<file path="config.mk">
export PLATFORM = sky130hd
export DESIGN_NAME = pccb_bank
export DESIGN_NICKNAME = d
export VERILOG_FILES = /design/src/hdl/pccb_cmp_mux.v /design/src/hdl/pccb_bank.v
export VERILOG_INCLUDE_DIRS = /design/src /design/src/hdl
export SDC_FILE = /design/constraint.sdc
export NUM_CORES = 1
export LEC_CHECK = 0
export BUFFER_PORTS_ARGS = -buffer_cell sky130_fd_sc_hd__buf_2
export CAP_MARGIN = 15
export CORE_ASPECT_RATIO = 1.1
export CORE_UTILIZATION = 44
export CTS_BUF_LIST = sky130_fd_sc_hd__clkbuf_8
export DETAILED_ROUTE_END_ITERATION = 10
export GPL_TIMING_DRIVEN = 0
export PLACE_DENSITY = 0.82
export SLEW_MARGIN = 5
export SYNTH_ARGS = -nofsm -noshare
export SYNTH_HDL_FRONTEND = slang
export SYNTH_HIERARCHICAL = 1
export SYNTH_SLANG_ARGS = --single-unit
</file>
<file path="constraint.sdc">
create_clock -name CORE_CLK_I -period 2.2 [get_ports CORE_CLK_I]
set_clock_uncertainty 0.2 [all_clocks]
set_input_delay 0.33 -clock CORE_CLK_I [delete_from_list [all_inputs] [get_ports CORE_CLK_I]]
set_output_delay 0.33 -clock CORE_CLK_I [all_outputs]
set_load 0.02 [all_outputs]
</file>
<file path="src/hdl/pccb_consts.vh">
`ifndef PCCB_CONSTS_VH
`define PCCB_CONSTS_VH

// register indices; byte address is four times the index
`define PCCB_IDX_T1_COUNT 5'h00
`define PCCB_IDX_PC_DIR 5'h07
`define PCCB_IDX_PA_PULL 5'h09
`define PCCB_IDX_PS0_COUNT 5'h0a
`define PCCB_IDX_PC_PULLDN 5'h0b
`define PCCB_IDX_PB_OD 5'h0c
`define PCCB_IDX_PC_OD 5'h0d
`define PCCB_IDX_CMP_SEL 5'h0e
`define PCCB_IDX_PWR_CTL1 5'h0f
`define PCCB_IDX_T1_HIGH 5'h10

// reset values
`define PCCB_RST_PC_DIR 2'h3
`define PCCB_RST_PA_PULL 8'hff
`define PCCB_RST_PC_PULLDN 2'h3
`define PCCB_RST_PB_OD 8'h00
`define PCCB_RST_PC_OD 2'h0
`define PCCB_RST_CMP_SEL 8'h0c
`define PCCB_RST_PWR_CTL1 7'h1d
`define PCCB_RST_T1_HIGH 2'h0

// field positions
`define PCCB_PA_PULLDN_BIT 5
`define PCCB_CMP_REF_LSB 0
`define PCCB_CMP_PAD_LSB 4
`define PCCB_PWR_GIE_BIT 7
`define PCCB_PWR_LVD_BIT 6
`define PCCB_PWR_SP5_BIT 5
`define PCCB_PWR_LVS_LSB 2
`define PCCB_PWR_SP1_BIT 1
`define PCCB_PWR_T0EN_BIT 0
`define PCCB_T1H_LSB 4
`define PCCB_CMP_NO_PAD 4'h5

`endif

</file>
<file path="src/hdl/pccb_cmp_mux.v">
`include "pccb_consts.vh"
`timescale 1ns/1ps
`default_nettype none
// pad codes: bit 3 selects port B, bits 2:0 the pin number
module pccb_cmp_mux (
    input wire [3:0] ref_sel_i,
    input wire [3:0] pad_sel_i,
    output reg pair_mode_o,
    output reg [3:0] ref_level_o,
    output reg [3:0] pos_pad_o,
    output reg pos_valid_o,
    output reg [3:0] neg_pad_o,
    output reg neg_is_pad_o
);
    always @* begin
        pair_mode_o = (ref_sel_i == 4'h0);
        ref_level_o = ref_sel_i;
        pos_pad_o = pad_sel_i;
        pos_valid_o = (pad_sel_i != `PCCB_CMP_NO_PAD);
        neg_pad_o = 4'h0;
        neg_is_pad_o = 1'b0;
        if (pair_mode_o) begin
            pos_valid_o = 1'b1;
            neg_is_pad_o = 1'b1;
            // first half of the codes lead with port A 0-3
            if (pad_sel_i[3] == 1'b0) begin
                pos_pad_o = {2'b00, pad_sel_i[1:0]};
            end else begin
                pos_pad_o = {1'b1, 3'h2 + {1'b0, pad_sel_i[1:0]}};
            end
            case (pad_sel_i)
                4'h0: neg_pad_o = 4'h1;
                4'h1: neg_pad_o = 4'h0;
                4'h2: neg_pad_o = 4'h3;
                4'h3: neg_pad_o = 4'h2;
                4'h4: neg_pad_o = 4'hb;
                4'h5: neg_pad_o = 4'ha;
                4'h6: neg_pad_o = 4'hd;
                4'h7: neg_pad_o = 4'hc;
                4'h8: neg_pad_o = 4'h1;
                4'h9: neg_pad_o = 4'h0;
                4'ha: neg_pad_o = 4'h3;
                4'hb: neg_pad_o = 4'h2;
                4'hc: neg_pad_o = 4'hb;
                4'hd: neg_pad_o = 4'ha;
                4'he: neg_pad_o = 4'hd;
                4'hf: neg_pad_o = 4'hc;
                default: neg_pad_o = 4'h0;
            endcase
        end
    end
endmodule // pccb_cmp_mux
`default_nettype wire

</file>
<file path="src/hdl/pccb_bank.v">
`include "pccb_consts.vh"
`timescale 1ns/1ps
`default_nettype none
module pccb_bank #(
    parameter ADDR_W = 12,
    parameter IRQ_N = 8
) (
    input wire CORE_CLK_I,
    input wire RSTN_I,
    // apb slave
    input wire PSEL_I,
    input wire PENABLE_I,
    input wire PWRITE_I,
    input wire [ADDR_W-1:0] PADDR_I,
    input wire [31:0] PWDATA_I,
    output wire [31:0] PRDATA_O,
    output wire PREADY_O,
    output wire PSLVERR_O,
    // status sources
    input wire [7:0] PRESCALER0_COUNT_I,
    input wire LOW_VOLTAGE_FLAG_I,
    input wire TIMER1_DEC_I,
    // interrupt gating
    input wire IRQ_ON_INSTRUCTION_I,
    input wire IRQ_OFF_INSTRUCTION_I,
    input wire [IRQ_N-1:0] IRQ_ENABLED_REQ_I,
    output wire IRQ_TAKE_O,
    output wire GLOBAL_IRQ_ENABLE_O,
    // pad control
    output wire [1:0] PORT_C_DIR_O,
    output wire [7:0] PORT_A_PULLHIGH_EN_O,
    output wire PORT_A5_PULLLOW_EN_O,
    output wire [1:0] PORT_C_PULLLOW_EN_O,
    output wire [7:0] PORT_B_OPENDRAIN_O,
    output wire [1:0] PORT_C_OPENDRAIN_O,
    // comparator routing
    output reg CMP_PAIR_MODE_O,
    output reg [3:0] CMP_REF_LEVEL_O,
    output reg [3:0] CMP_POS_PAD_O,
    output reg CMP_POS_VALID_O,
    output reg [3:0] CMP_NEG_PAD_O,
    output reg CMP_NEG_IS_PAD_O,
    // power control and timer1 count
    output wire [2:0] LVD_THRESHOLD_SEL_O,
    output wire TIMER0_EN_O,
    output wire [9:0] TIMER1_COUNT_O
);

    ////////////////////////////////////////////////////////////////////
    // bus decode

    wire [ADDR_W-3:0] word_idx;
    wire idx_hit;
    wire acc;
    wire wr_en;
    wire [7:0] wd;
    reg known;

    assign word_idx = PADDR_I[ADDR_W-1:2];
    // only the low five index bits are decoded when the rest are zero
    assign idx_hit = (word_idx[ADDR_W-3:5] == {(ADDR_W-7){1'b0}});
    assign acc = PSEL_I & PENABLE_I;
    assign wr_en = acc & PWRITE_I & known;
    assign wd = PWDATA_I[7:0];

    always @* begin
        known = 1'b0;
        if (idx_hit && PADDR_I[1:0] == 2'b00) begin
            case (word_idx[4:0])
                `PCCB_IDX_T1_COUNT: known = 1'b1;
                `PCCB_IDX_PC_DIR: known = 1'b1;
                `PCCB_IDX_PA_PULL: known = 1'b1;
                `PCCB_IDX_PS0_COUNT: known = 1'b1;
                `PCCB_IDX_PC_PULLDN: known = 1'b1;
                `PCCB_IDX_PB_OD: known = 1'b1;
                `PCCB_IDX_PC_OD: known = 1'b1;
                `PCCB_IDX_CMP_SEL: known = 1'b1;
                `PCCB_IDX_PWR_CTL1: known = 1'b1;
                `PCCB_IDX_T1_HIGH: known = 1'b1;
                default: known = 1'b0;
            endcase
        end
    end

    // zero wait states; an unmapped access completes with an error
    assign PREADY_O = 1'b1;
    assign PSLVERR_O = acc & ~known;

    function sel;
        input [4:0] idx;
        begin
            sel = wr_en && (word_idx[4:0] == idx);
        end
    endfunction

    ////////////////////////////////////////////////////////////////////
    // port control registers

    reg [1:0] pc_dir_q;
    reg [7:0] pa_pull_q;
    reg [1:0] pc_pulldn_q;
    reg [7:0] pb_od_q;
    reg [1:0] pc_od_q;
    reg [7:0] cmp_sel_q;

    always @(posedge CORE_CLK_I) begin
        if (!RSTN_I) begin
            pc_dir_q <= `PCCB_RST_PC_DIR;
            pa_pull_q <= `PCCB_RST_PA_PULL;
            pc_pulldn_q <= `PCCB_RST_PC_PULLDN;
            pb_od_q <= `PCCB_RST_PB_OD;
            pc_od_q <= `PCCB_RST_PC_OD;
            cmp_sel_q <= `PCCB_RST_CMP_SEL;
        end else begin
            // unused upper bits are never stored
            if (sel(`PCCB_IDX_PC_DIR)) begin
                pc_dir_q <= wd[1:0];
            end
            if (sel(`PCCB_IDX_PA_PULL)) begin
                pa_pull_q <= wd;
            end
            if (sel(`PCCB_IDX_PC_PULLDN)) begin
                pc_pulldn_q <= wd[1:0];
            end
            if (sel(`PCCB_IDX_PB_OD)) begin
                pb_od_q <= wd;
            end
            if (sel(`PCCB_IDX_PC_OD)) begin
                pc_od_q <= wd[1:0];
            end
            if (sel(`PCCB_IDX_CMP_SEL)) begin
                cmp_sel_q <= wd;
            end
        end
    end

    assign PORT_C_DIR_O = pc_dir_q;

    // pin 5 carries a pull-low instead of a pull-high
    genvar g;
    generate
        for (g = 0; g < 8; g = g + 1) begin : g_pa_pull
            if (g == `PCCB_PA_PULLDN_BIT) begin : g_none
                assign PORT_A_PULLHIGH_EN_O[g] = 1'b0;
            end else begin : g_ph
                assign PORT_A_PULLHIGH_EN_O[g] = ~pa_pull_q[g];
            end
        end
    endgenerate

    // no interlock with the crystal pads; software must keep 6,7 off
    assign PORT_A5_PULLLOW_EN_O = ~pa_pull_q[`PCCB_PA_PULLDN_BIT];
    assign PORT_C_PULLLOW_EN_O = ~pc_pulldn_q;
    assign PORT_B_OPENDRAIN_O = pb_od_q;
    assign PORT_C_OPENDRAIN_O = pc_od_q;

    ////////////////////////////////////////////////////////////////////
    // comparator routing, registered so the pads see clean codes

    wire cm_pair;
    wire [3:0] cm_ref;
    wire [3:0] cm_pos;
    wire cm_pos_ok;
    wire [3:0] cm_neg;
    wire cm_neg_pad;

    pccb_cmp_mux u_cmp_mux (
        .ref_sel_i(cmp_sel_q[`PCCB_CMP_REF_LSB+3:`PCCB_CMP_REF_LSB]),
        .pad_sel_i(cmp_sel_q[`PCCB_CMP_PAD_LSB+3:`PCCB_CMP_PAD_LSB]),
        .pair_mode_o(cm_pair),
        .ref_level_o(cm_ref),
        .pos_pad_o(cm_pos),
        .pos_valid_o(cm_pos_ok),
        .neg_pad_o(cm_neg),
        .neg_is_pad_o(cm_neg_pad)
    );

    always @(posedge CORE_CLK_I) begin
        if (!RSTN_I) begin
            CMP_PAIR_MODE_O <= 1'b0;
            CMP_REF_LEVEL_O <= 4'h0;
            CMP_POS_PAD_O <= 4'h0;
            CMP_POS_VALID_O <= 1'b0;
            CMP_NEG_PAD_O <= 4'h0;
            CMP_NEG_IS_PAD_O <= 1'b0;
        end else begin
            CMP_PAIR_MODE_O <= cm_pair;
            CMP_REF_LEVEL_O <= cm_ref;
            CMP_POS_PAD_O <= cm_pos;
            CMP_POS_VALID_O <= cm_pos_ok;
            CMP_NEG_PAD_O <= cm_neg;
            CMP_NEG_IS_PAD_O <= cm_neg_pad;
        end
    end

    ////////////////////////////////////////////////////////////////////
    // power control: bit 7 enable, 6 detector, 5/1 spare, 4:2 level

    reg gie_q;
    reg [5:0] pwr_q;
    wire [7:0] pwr_rd;
    wire [7:0] pwr_rst;

    assign pwr_rst = {1'b0, `PCCB_RST_PWR_CTL1};

    always @(posedge CORE_CLK_I) begin
        if (!RSTN_I) begin
            gie_q <= pwr_rst[`PCCB_PWR_GIE_BIT];
            pwr_q <= pwr_rst[5:0];
        end else begin
            // the instructions win over a bus write in the same cycle
            if (IRQ_ON_INSTRUCTION_I) begin
                gie_q <= 1'b1;
            end else if (IRQ_OFF_INSTRUCTION_I) begin
                gie_q <= 1'b0;
            end else if (sel(`PCCB_IDX_PWR_CTL1)) begin
                gie_q <= wd[`PCCB_PWR_GIE_BIT];
            end
            if (sel(`PCCB_IDX_PWR_CTL1)) begin
                pwr_q <= wd[5:0];
            end
        end
    end

    // the detector bit is never stored, so writes cannot touch it
    assign pwr_rd = {gie_q, LOW_VOLTAGE_FLAG_I, pwr_q};
    assign GLOBAL_IRQ_ENABLE_O = gie_q;
    assign IRQ_TAKE_O = gie_q & (|IRQ_ENABLED_REQ_I);
    assign LVD_THRESHOLD_SEL_O =
        pwr_q[`PCCB_PWR_LVS_LSB+2:`PCCB_PWR_LVS_LSB];
    assign TIMER0_EN_O = pwr_q[`PCCB_PWR_T0EN_BIT];

    ////////////////////////////////////////////////////////////////////
    // timer1 count and high bits

    reg [1:0] t1_high_q;
    reg [9:0] t1_cnt_q;
    reg [7:0] t1_reload_q;

    always @(posedge CORE_CLK_I) begin
        if (!RSTN_I) begin
            t1_high_q <= `PCCB_RST_T1_HIGH;
            t1_cnt_q <= 10'h000;
            t1_reload_q <= 8'h00;
        end else begin
            if (sel(`PCCB_IDX_T1_HIGH)) begin
                t1_high_q <= wd[`PCCB_T1H_LSB+1:`PCCB_T1H_LSB];
            end
            if (sel(`PCCB_IDX_T1_COUNT)) begin
                t1_reload_q <= wd;
                t1_cnt_q <= {t1_high_q, wd};
            end else if (TIMER1_DEC_I) begin
                // plain wrap; reload policy belongs to the timer control
                t1_cnt_q <= t1_cnt_q - 10'h001;
            end
        end
    end

    assign TIMER1_COUNT_O = t1_cnt_q;

    ////////////////////////////////////////////////////////////////////
    // read mux; data is valid in the access cycle

    reg [7:0] rd;

    always @* begin
        rd = 8'h00;
        if (idx_hit && PADDR_I[1:0] == 2'b00) begin
            case (word_idx[4:0])
                `PCCB_IDX_T1_COUNT: rd = t1_cnt_q[7:0];
                `PCCB_IDX_PC_DIR: rd = {6'h00, pc_dir_q};
                `PCCB_IDX_PA_PULL: rd = pa_pull_q;
                `PCCB_IDX_PS0_COUNT: rd = PRESCALER0_COUNT_I;
                `PCCB_IDX_PC_PULLDN: rd = {6'h00, pc_pulldn_q};
                `PCCB_IDX_PB_OD: rd = pb_od_q;
                `PCCB_IDX_PC_OD: rd = {6'h00, pc_od_q};
                `PCCB_IDX_CMP_SEL: rd = cmp_sel_q;
                `PCCB_IDX_PWR_CTL1: rd = pwr_rd;
                `PCCB_IDX_T1_HIGH: rd = {2'b00, t1_high_q, 4'h0};
                default: rd = 8'h00;
            endcase
        end
    end

    assign PRDATA_O = (acc && !PWRITE_I) ? {24'h000000, rd} : 32'h00000000;

endmodule // pccb_bank
`default_nettype wire

</file>
# == After elaboration in Yosys (flattened, before gate mapping) ==
# Memories as Yosys holds them, arrays and structs flattened. A register that Yosys moved wholly into a read port is not among the register bits.
# Index checks and enable logic that the tools add are counted.
# classes
add_sub_neg,2
n_eq_ne,10
mux,13
n_bitwise,15
reduce_logical,21
# ops
operator,n
$pmux W8 S10,1
$eq A5 B4 Y1 const B,7
$mux W10,2
$mux W8,2
$logic_and A1 B1 Y1,11
$logic_not A5 Y1,2
$sub A10 B1 Y10 const B,1
$not A1 Y1,9
$mux W4,2
$reduce_or A8 Y1,1
$mux W1,6
$and A1 B1 Y1,5
$eq A5 B3 Y1 const B,1
$eq A5 B5 Y1 const B,1
$logic_not A4 Y1,1
$ne A4 B3 Y1 const B,1
$add A2 B2 Y3 const A,1
$reduce_bool A3 Y1,1
$logic_not A1 Y1,2
$logic_not A2 Y1,1
$not A2 Y2,1
$reduce_and A2 Y1,1
$reduce_bool A2 Y1,1
# word_totals
reg_bits,60
romBits,96
output_inout_bits,88
elab_cells,78
n_memories,2
# memory_table
name,depth,word_bits,read_ports,rd_clocked_by_memory_dff,write_ports,line_no,rtl
(no name shown),16,4,1,1,0,pccb_cmp_mux.v:31,case (pad_sel_i)
(no name shown),32,1,1,0,0,pccb_bank.v:69,case (word_idx[4:0])

# == Longest topological paths before layout ==
# logic_depth
depth_word,8
mapped_depth,8
mapped_depth_nobuf,6

# == By module ==
# Netlist, hierarchy kept.
# modules_own_cells
module,n_inst,cells_per_inst,area_per_inst_um2,seq_area_each_um2
pccb_bank,1,371,3380.7,1281.2
pccb_cmp_mux,1,18,173.9,0.0

# == Worst setup path before layout ==
# OpenSTA, ideal clock, no wires.
# synth_path
path_kind,input port to output port
startpoint,input PADDR_I[3]
endpoint,output PRDATA_O[4]
arrival_ns,2.070
required_ns,1.670
slack_ns,-0.400
path_stages,6
n_path_buf,2
cell_sequence,buf_2 -> nor4_4 -> a221oi_4 -> or4_1 -> clkbuf_1 -> a31oi_1
# synth_via
elab_chain_len,4
elab_cells_between_ends,13
classes_between,9 x eq/ne; 3 x mux; 1 x reduce/logical
# synth_lines
element,line_no,rtl
start: declaration,pccb_bank.v:14,"input wire [ADDR_W-1:0] PADDR_I,"
$eq A5 B5 Y1 (tied with other cells),pccb_bank.v:269,case (word_idx[4:0])
$pmux W8 S10 *,pccb_bank.v:269,
$mux W8 *,pccb_bank.v:268,if (idx_hit && PADDR_I[1:0] == 2'b00) begin
$mux W8 *,pccb_bank.v:285,"assign PRDATA_O = (acc && !PWRITE_I) ? {24'h000000, rd} : 32'h00000000;"
end: declaration,pccb_bank.v:16,"output wire [31:0] PRDATA_O,"
# Mark *: on every way between the ends. The rest lies on a longest branch, timed or not.

# == Final worst setup path ==
# layout_path
startpoint,input PADDR_I[4]
endpoint,output PRDATA_O[4]
# The elaborated chain is that of the path after synthesis.

==> metrics.md <==
| Metric | Value |
|---|---|
| Core footprint | `7870 um^2` |
| Internal cell power | `2.21 mW` |
| Cts bufs inserted | `9` |
| Met1 usage | `32.3%` |
| Placed Area | `4400 um^2` |
| Slew HR | `about half` |
| Worst Setup Path Type | `in2out` |
| Syn Inst Count | `389` |
| Nets@finish | `slightly above 600` |
| GR Overflow Total | `0` |
| Peak Freq | `410 MHz` |
| Power share of the clock group | `a little over two fifths` |
| Rows | `34` |
| M2 GR Usage | `between 40% and 50%` |
| P_sw | `831 uW` |
| Largest net degree at the start of global routing | `13` |
| Final instance area | `4930 um^2` |
| Crit path to | `PRDATA_O[4]` |
| CP startpoint | `PADDR_I[4]` |
| Via count | `3381` |
| Post-synthesis register bit count | `64` |
| Remaining antenna violation count after routing | `0` |
| Share of cells above drive strength 1 | `39.9%` |
| Post-synth ARST share | `0%` |
| Synth warn | `6` |
| Mean Syn Cell Area | `9.14 um^2` |
| WL/cell | `16.6 um` |
| Routed wire length | `roughly 11000 um` |
| Area Overhead vs Synth | `38.6%` |
| CTS tree | `built` |
| CTS Sinks | `64` |
| Flop pwr share | `40.9%` |
| First-pass GRT wire length | `16500 um` |
| Pwr Density | `616 nW/um^2` |
| Run status | `complete, but fails checks` |
| Die area | `~8400 um^2` |
| Final period utilization | `111%` |
| Worst r2r path cells | `5` |
| Detailed Routing Iterations Pass 1 | `9` |
| Die Y-Extent | `between 90 and 100 um` |
| Reg clk slew, reported paths | `70 ps` |
| Sequential element share of the synthesized area | `approximately 36%` |
| DR vias/cell | `5.21` |
| Clk_lat worst skew | `350 ps` |
| Beginning of the worst hold path | `IRQ_OFF_INSTRUCTION_I` |
| Number of flops mapped to enable cells by yosys | `0` |
| PnR worst setup slack | `-240 ps` |
| Dominant cell type by area after synthesis | `dfxtp_1` |
| GR Layer Usage met3 | `about 5.3%` |
| Final hold vios | `0` |
| Yosys top cell area share | `36.0%` |
| Vias in the first global route | `3261` |
| GPL Wtd Cong | `0.911` |
| Worst Hold Depth | `3` |
| Dpl hpwl | `7850 um` |
| Post-synth design cell area | `3550 um^2` |
| Unrepaired setup endpoints after global routing | `true` |
| Distinct cells, synth | `56` |
| Most frequent cells in the layout | `97 x buf_2, 64 x dfxtp_1, 47 x buf_4` |
| Port bufs | `100` |
| Starting density of the core | `45.2%` |
| # diodes | `0` |
| Most common cell after layout, fill and taps aside | `buf_2` |
| Startpoint Class | `input port` |
| Gr usage total | `26.7%` |
| CTS Buffer Depth | `2` |
| GR peak layer | `met2` |
| Fin cells | `649` |
| Logic pwr share | `17.1%` |
| CTS root buf | `clkbuf_8` |
| Worst-margin pin slew | `770 ps` |
| Critical path arrival | `about 1900 ps` |
| Die Wd | `87.7 um` |
| Max VDD drop | `between 0.0002 and 0.0003 V` |
| DRT iter0 DRCs | `175` |
| Ys flop type | `dfxtp_1` |
| # DRC | `1` |
| Final setup violation count | `8` |
| Top-level I/O count | `~160` |
| H-Tree Depth | `3` |
| Worst hold path type | `in2reg` |
| Placed instance count | `621` |
| Sw frac | `27.4%` |
| CP endpoint kind | `output port` |
| Worst r2r src | `TIMER1_COUNT_O[2]$_SDFFE_PN0P_` |
| Failing checks | `design-rule violations, negative setup slack` |
| Max Slew Vio Count | `0` |
| Crit path required time | `1670 ps` |
| Reg2reg end | `TIMER1_COUNT_O[9]$_SDFFE_PN0P_` |
| Leak pwr | `2.29 nW` |
| Maximum Capacitance Violations | `0` |
| Initial antenna violation count | `0` |
| CP max FO | `8` |
| Synth top area cells | `dfxtp_1 36%, mux2i_1 8.4%, buf_4 7.6%, nor2b_1 4.6%, nand2_1 4.1%` |
| Reg2Reg Setup Slack | `140 ps` |
| Tmin final | `2440 ps` |
-- flip-flops by register name, indices dropped and copies added (netlist names) --
signal	flops
CMP_NEG_IS_PAD_O	1
CMP_NEG_PAD_O	4
CMP_PAIR_MODE_O	1
CMP_POS_PAD_O	4
CMP_POS_VALID_O	1
CMP_REF_LEVEL_O	4
GLOBAL_IRQ_ENABLE_O	1
PORT_B_OPENDRAIN_O	8
PORT_C_DIR_O	2
PORT_C_OPENDRAIN_O	2
TIMER1_COUNT_O	10
cmp_sel_q	8
pa_pull_q	8
pc_pulldn_q	2
pwr_q	6
t1_high_q	2
-- per-stage QoR --
step	TNS, ps	util [%]	power [mW]	hold slack [ps]	setup WS (ps)
finish	-1470	62.6	3.04	91.1	-240
global route	-1820	62.6	3.16	92.2	-270
CTS	-1380	62.1	3.04	79.2	-227
detailed placement	-15370	55.9	1.74	294	-619
global placement	-13960	55.9	1.73	279	-634
floorplan	-1850	-	1.59	256	-257
-- synth_stat cells (6+ instances only) --
master,number
a21oi_1,10
a22oi_1,9
and2_1,19
buf_2,6
buf_4,36
clkbuf_1,13
dfxtp_1,64
inv_1,13
mux2i_1,30
nand2_1,39
nand3_1,7
nand3b_1,6
nor2_1,10
nor2b_1,26
o211a_1,8
o211ai_1,11
-- power by group through the flow --
stage	registers [mW]	clock network, mW	logic (mW)
6_report	1.24	1.28	0.520
5_1_grt	1.25	1.34	0.567
4_1_cts	1.24	1.29	0.508
3_5_place_dp	1.27	0	0.475
3_3_place_gp	1.27	0	0.467
2_1_floorplan	1.30	0	0.295
-- worst min-delay path by stage --
| stage | end |
|---|---|
| 2_1_floorplan | GLOBAL_IRQ_ENABLE_O$_SDFFE_PN0P_ |
| 5_1_grt | cmp_sel_q[3]$_SDFFE_PN1P_ |
| 3_5_place_dp | pwr_q[0]$_SDFFE_PN1P_ |
| 3_3_place_gp | pwr_q[3]$_SDFFE_PN1P_ |
| 4_1_cts | GLOBAL_IRQ_ENABLE_O$_SDFFE_PN0P_ |
| 6_report | GLOBAL_IRQ_ENABLE_O$_SDFFE_PN0P_ |
-- per-layer routing --
metal	wire length (um)	part of all wire, %	up-vias
met5	0	0	-
met4	358	3.3	0
met3	694	6.4	30
met2	5210	48	172
met1	4520	42	1576
li1	-	-	1603
-- critical path, stage by stage --
cell	delay [ps]
buf_12	80
buf_4	90
nor2b_4	240
a221oi_4	100
or4_4	530
clkbuf_16	200
a31oi_4	180
buf_6	140
-- area by class of cell --
type / count / area [um^2]
buffer: 57 / 420
clock buffer: 10 / 138
clock inverter: 6 / 115
fill: 658 / 2940
inverter: 13 / 48.8
multi-input combinational: 278 / 2130
sequential: 64 / 1280
tap: 108 / 135
timing repair buffer: 113 / 664
-- cell families (layout without fill, tap and decap cells) --
kind of cell / Yosys count / count (layout) / share of synthesized area [%]
xor+xnor: 9 / 9 / 2.22
simple gates: 143 / 143 / 25.0
other cells: 2 / 26 / 0.211
flops: 64 / 64 / 36.0
mux: 34 / 34 / 9.93
fa+ha+maj: 3 / 3 / 1.06
compound gates: 63 / 63 / 13.8
buf+inv: 71 / 199 / 11.8
-- repair_timing --
action | CTS | global route
buffers inserted | 10 | 2
gates cloned | 0 | 0
pin swaps | 6 | 7
setup endpoints to repair | 14 | 18
hold buffers | 1 | 0
gates resized for setup | 44 | 10
endpoints found under the hold margin | 1 | 0
Note: power is estimated with default switching activity, not from simulation.
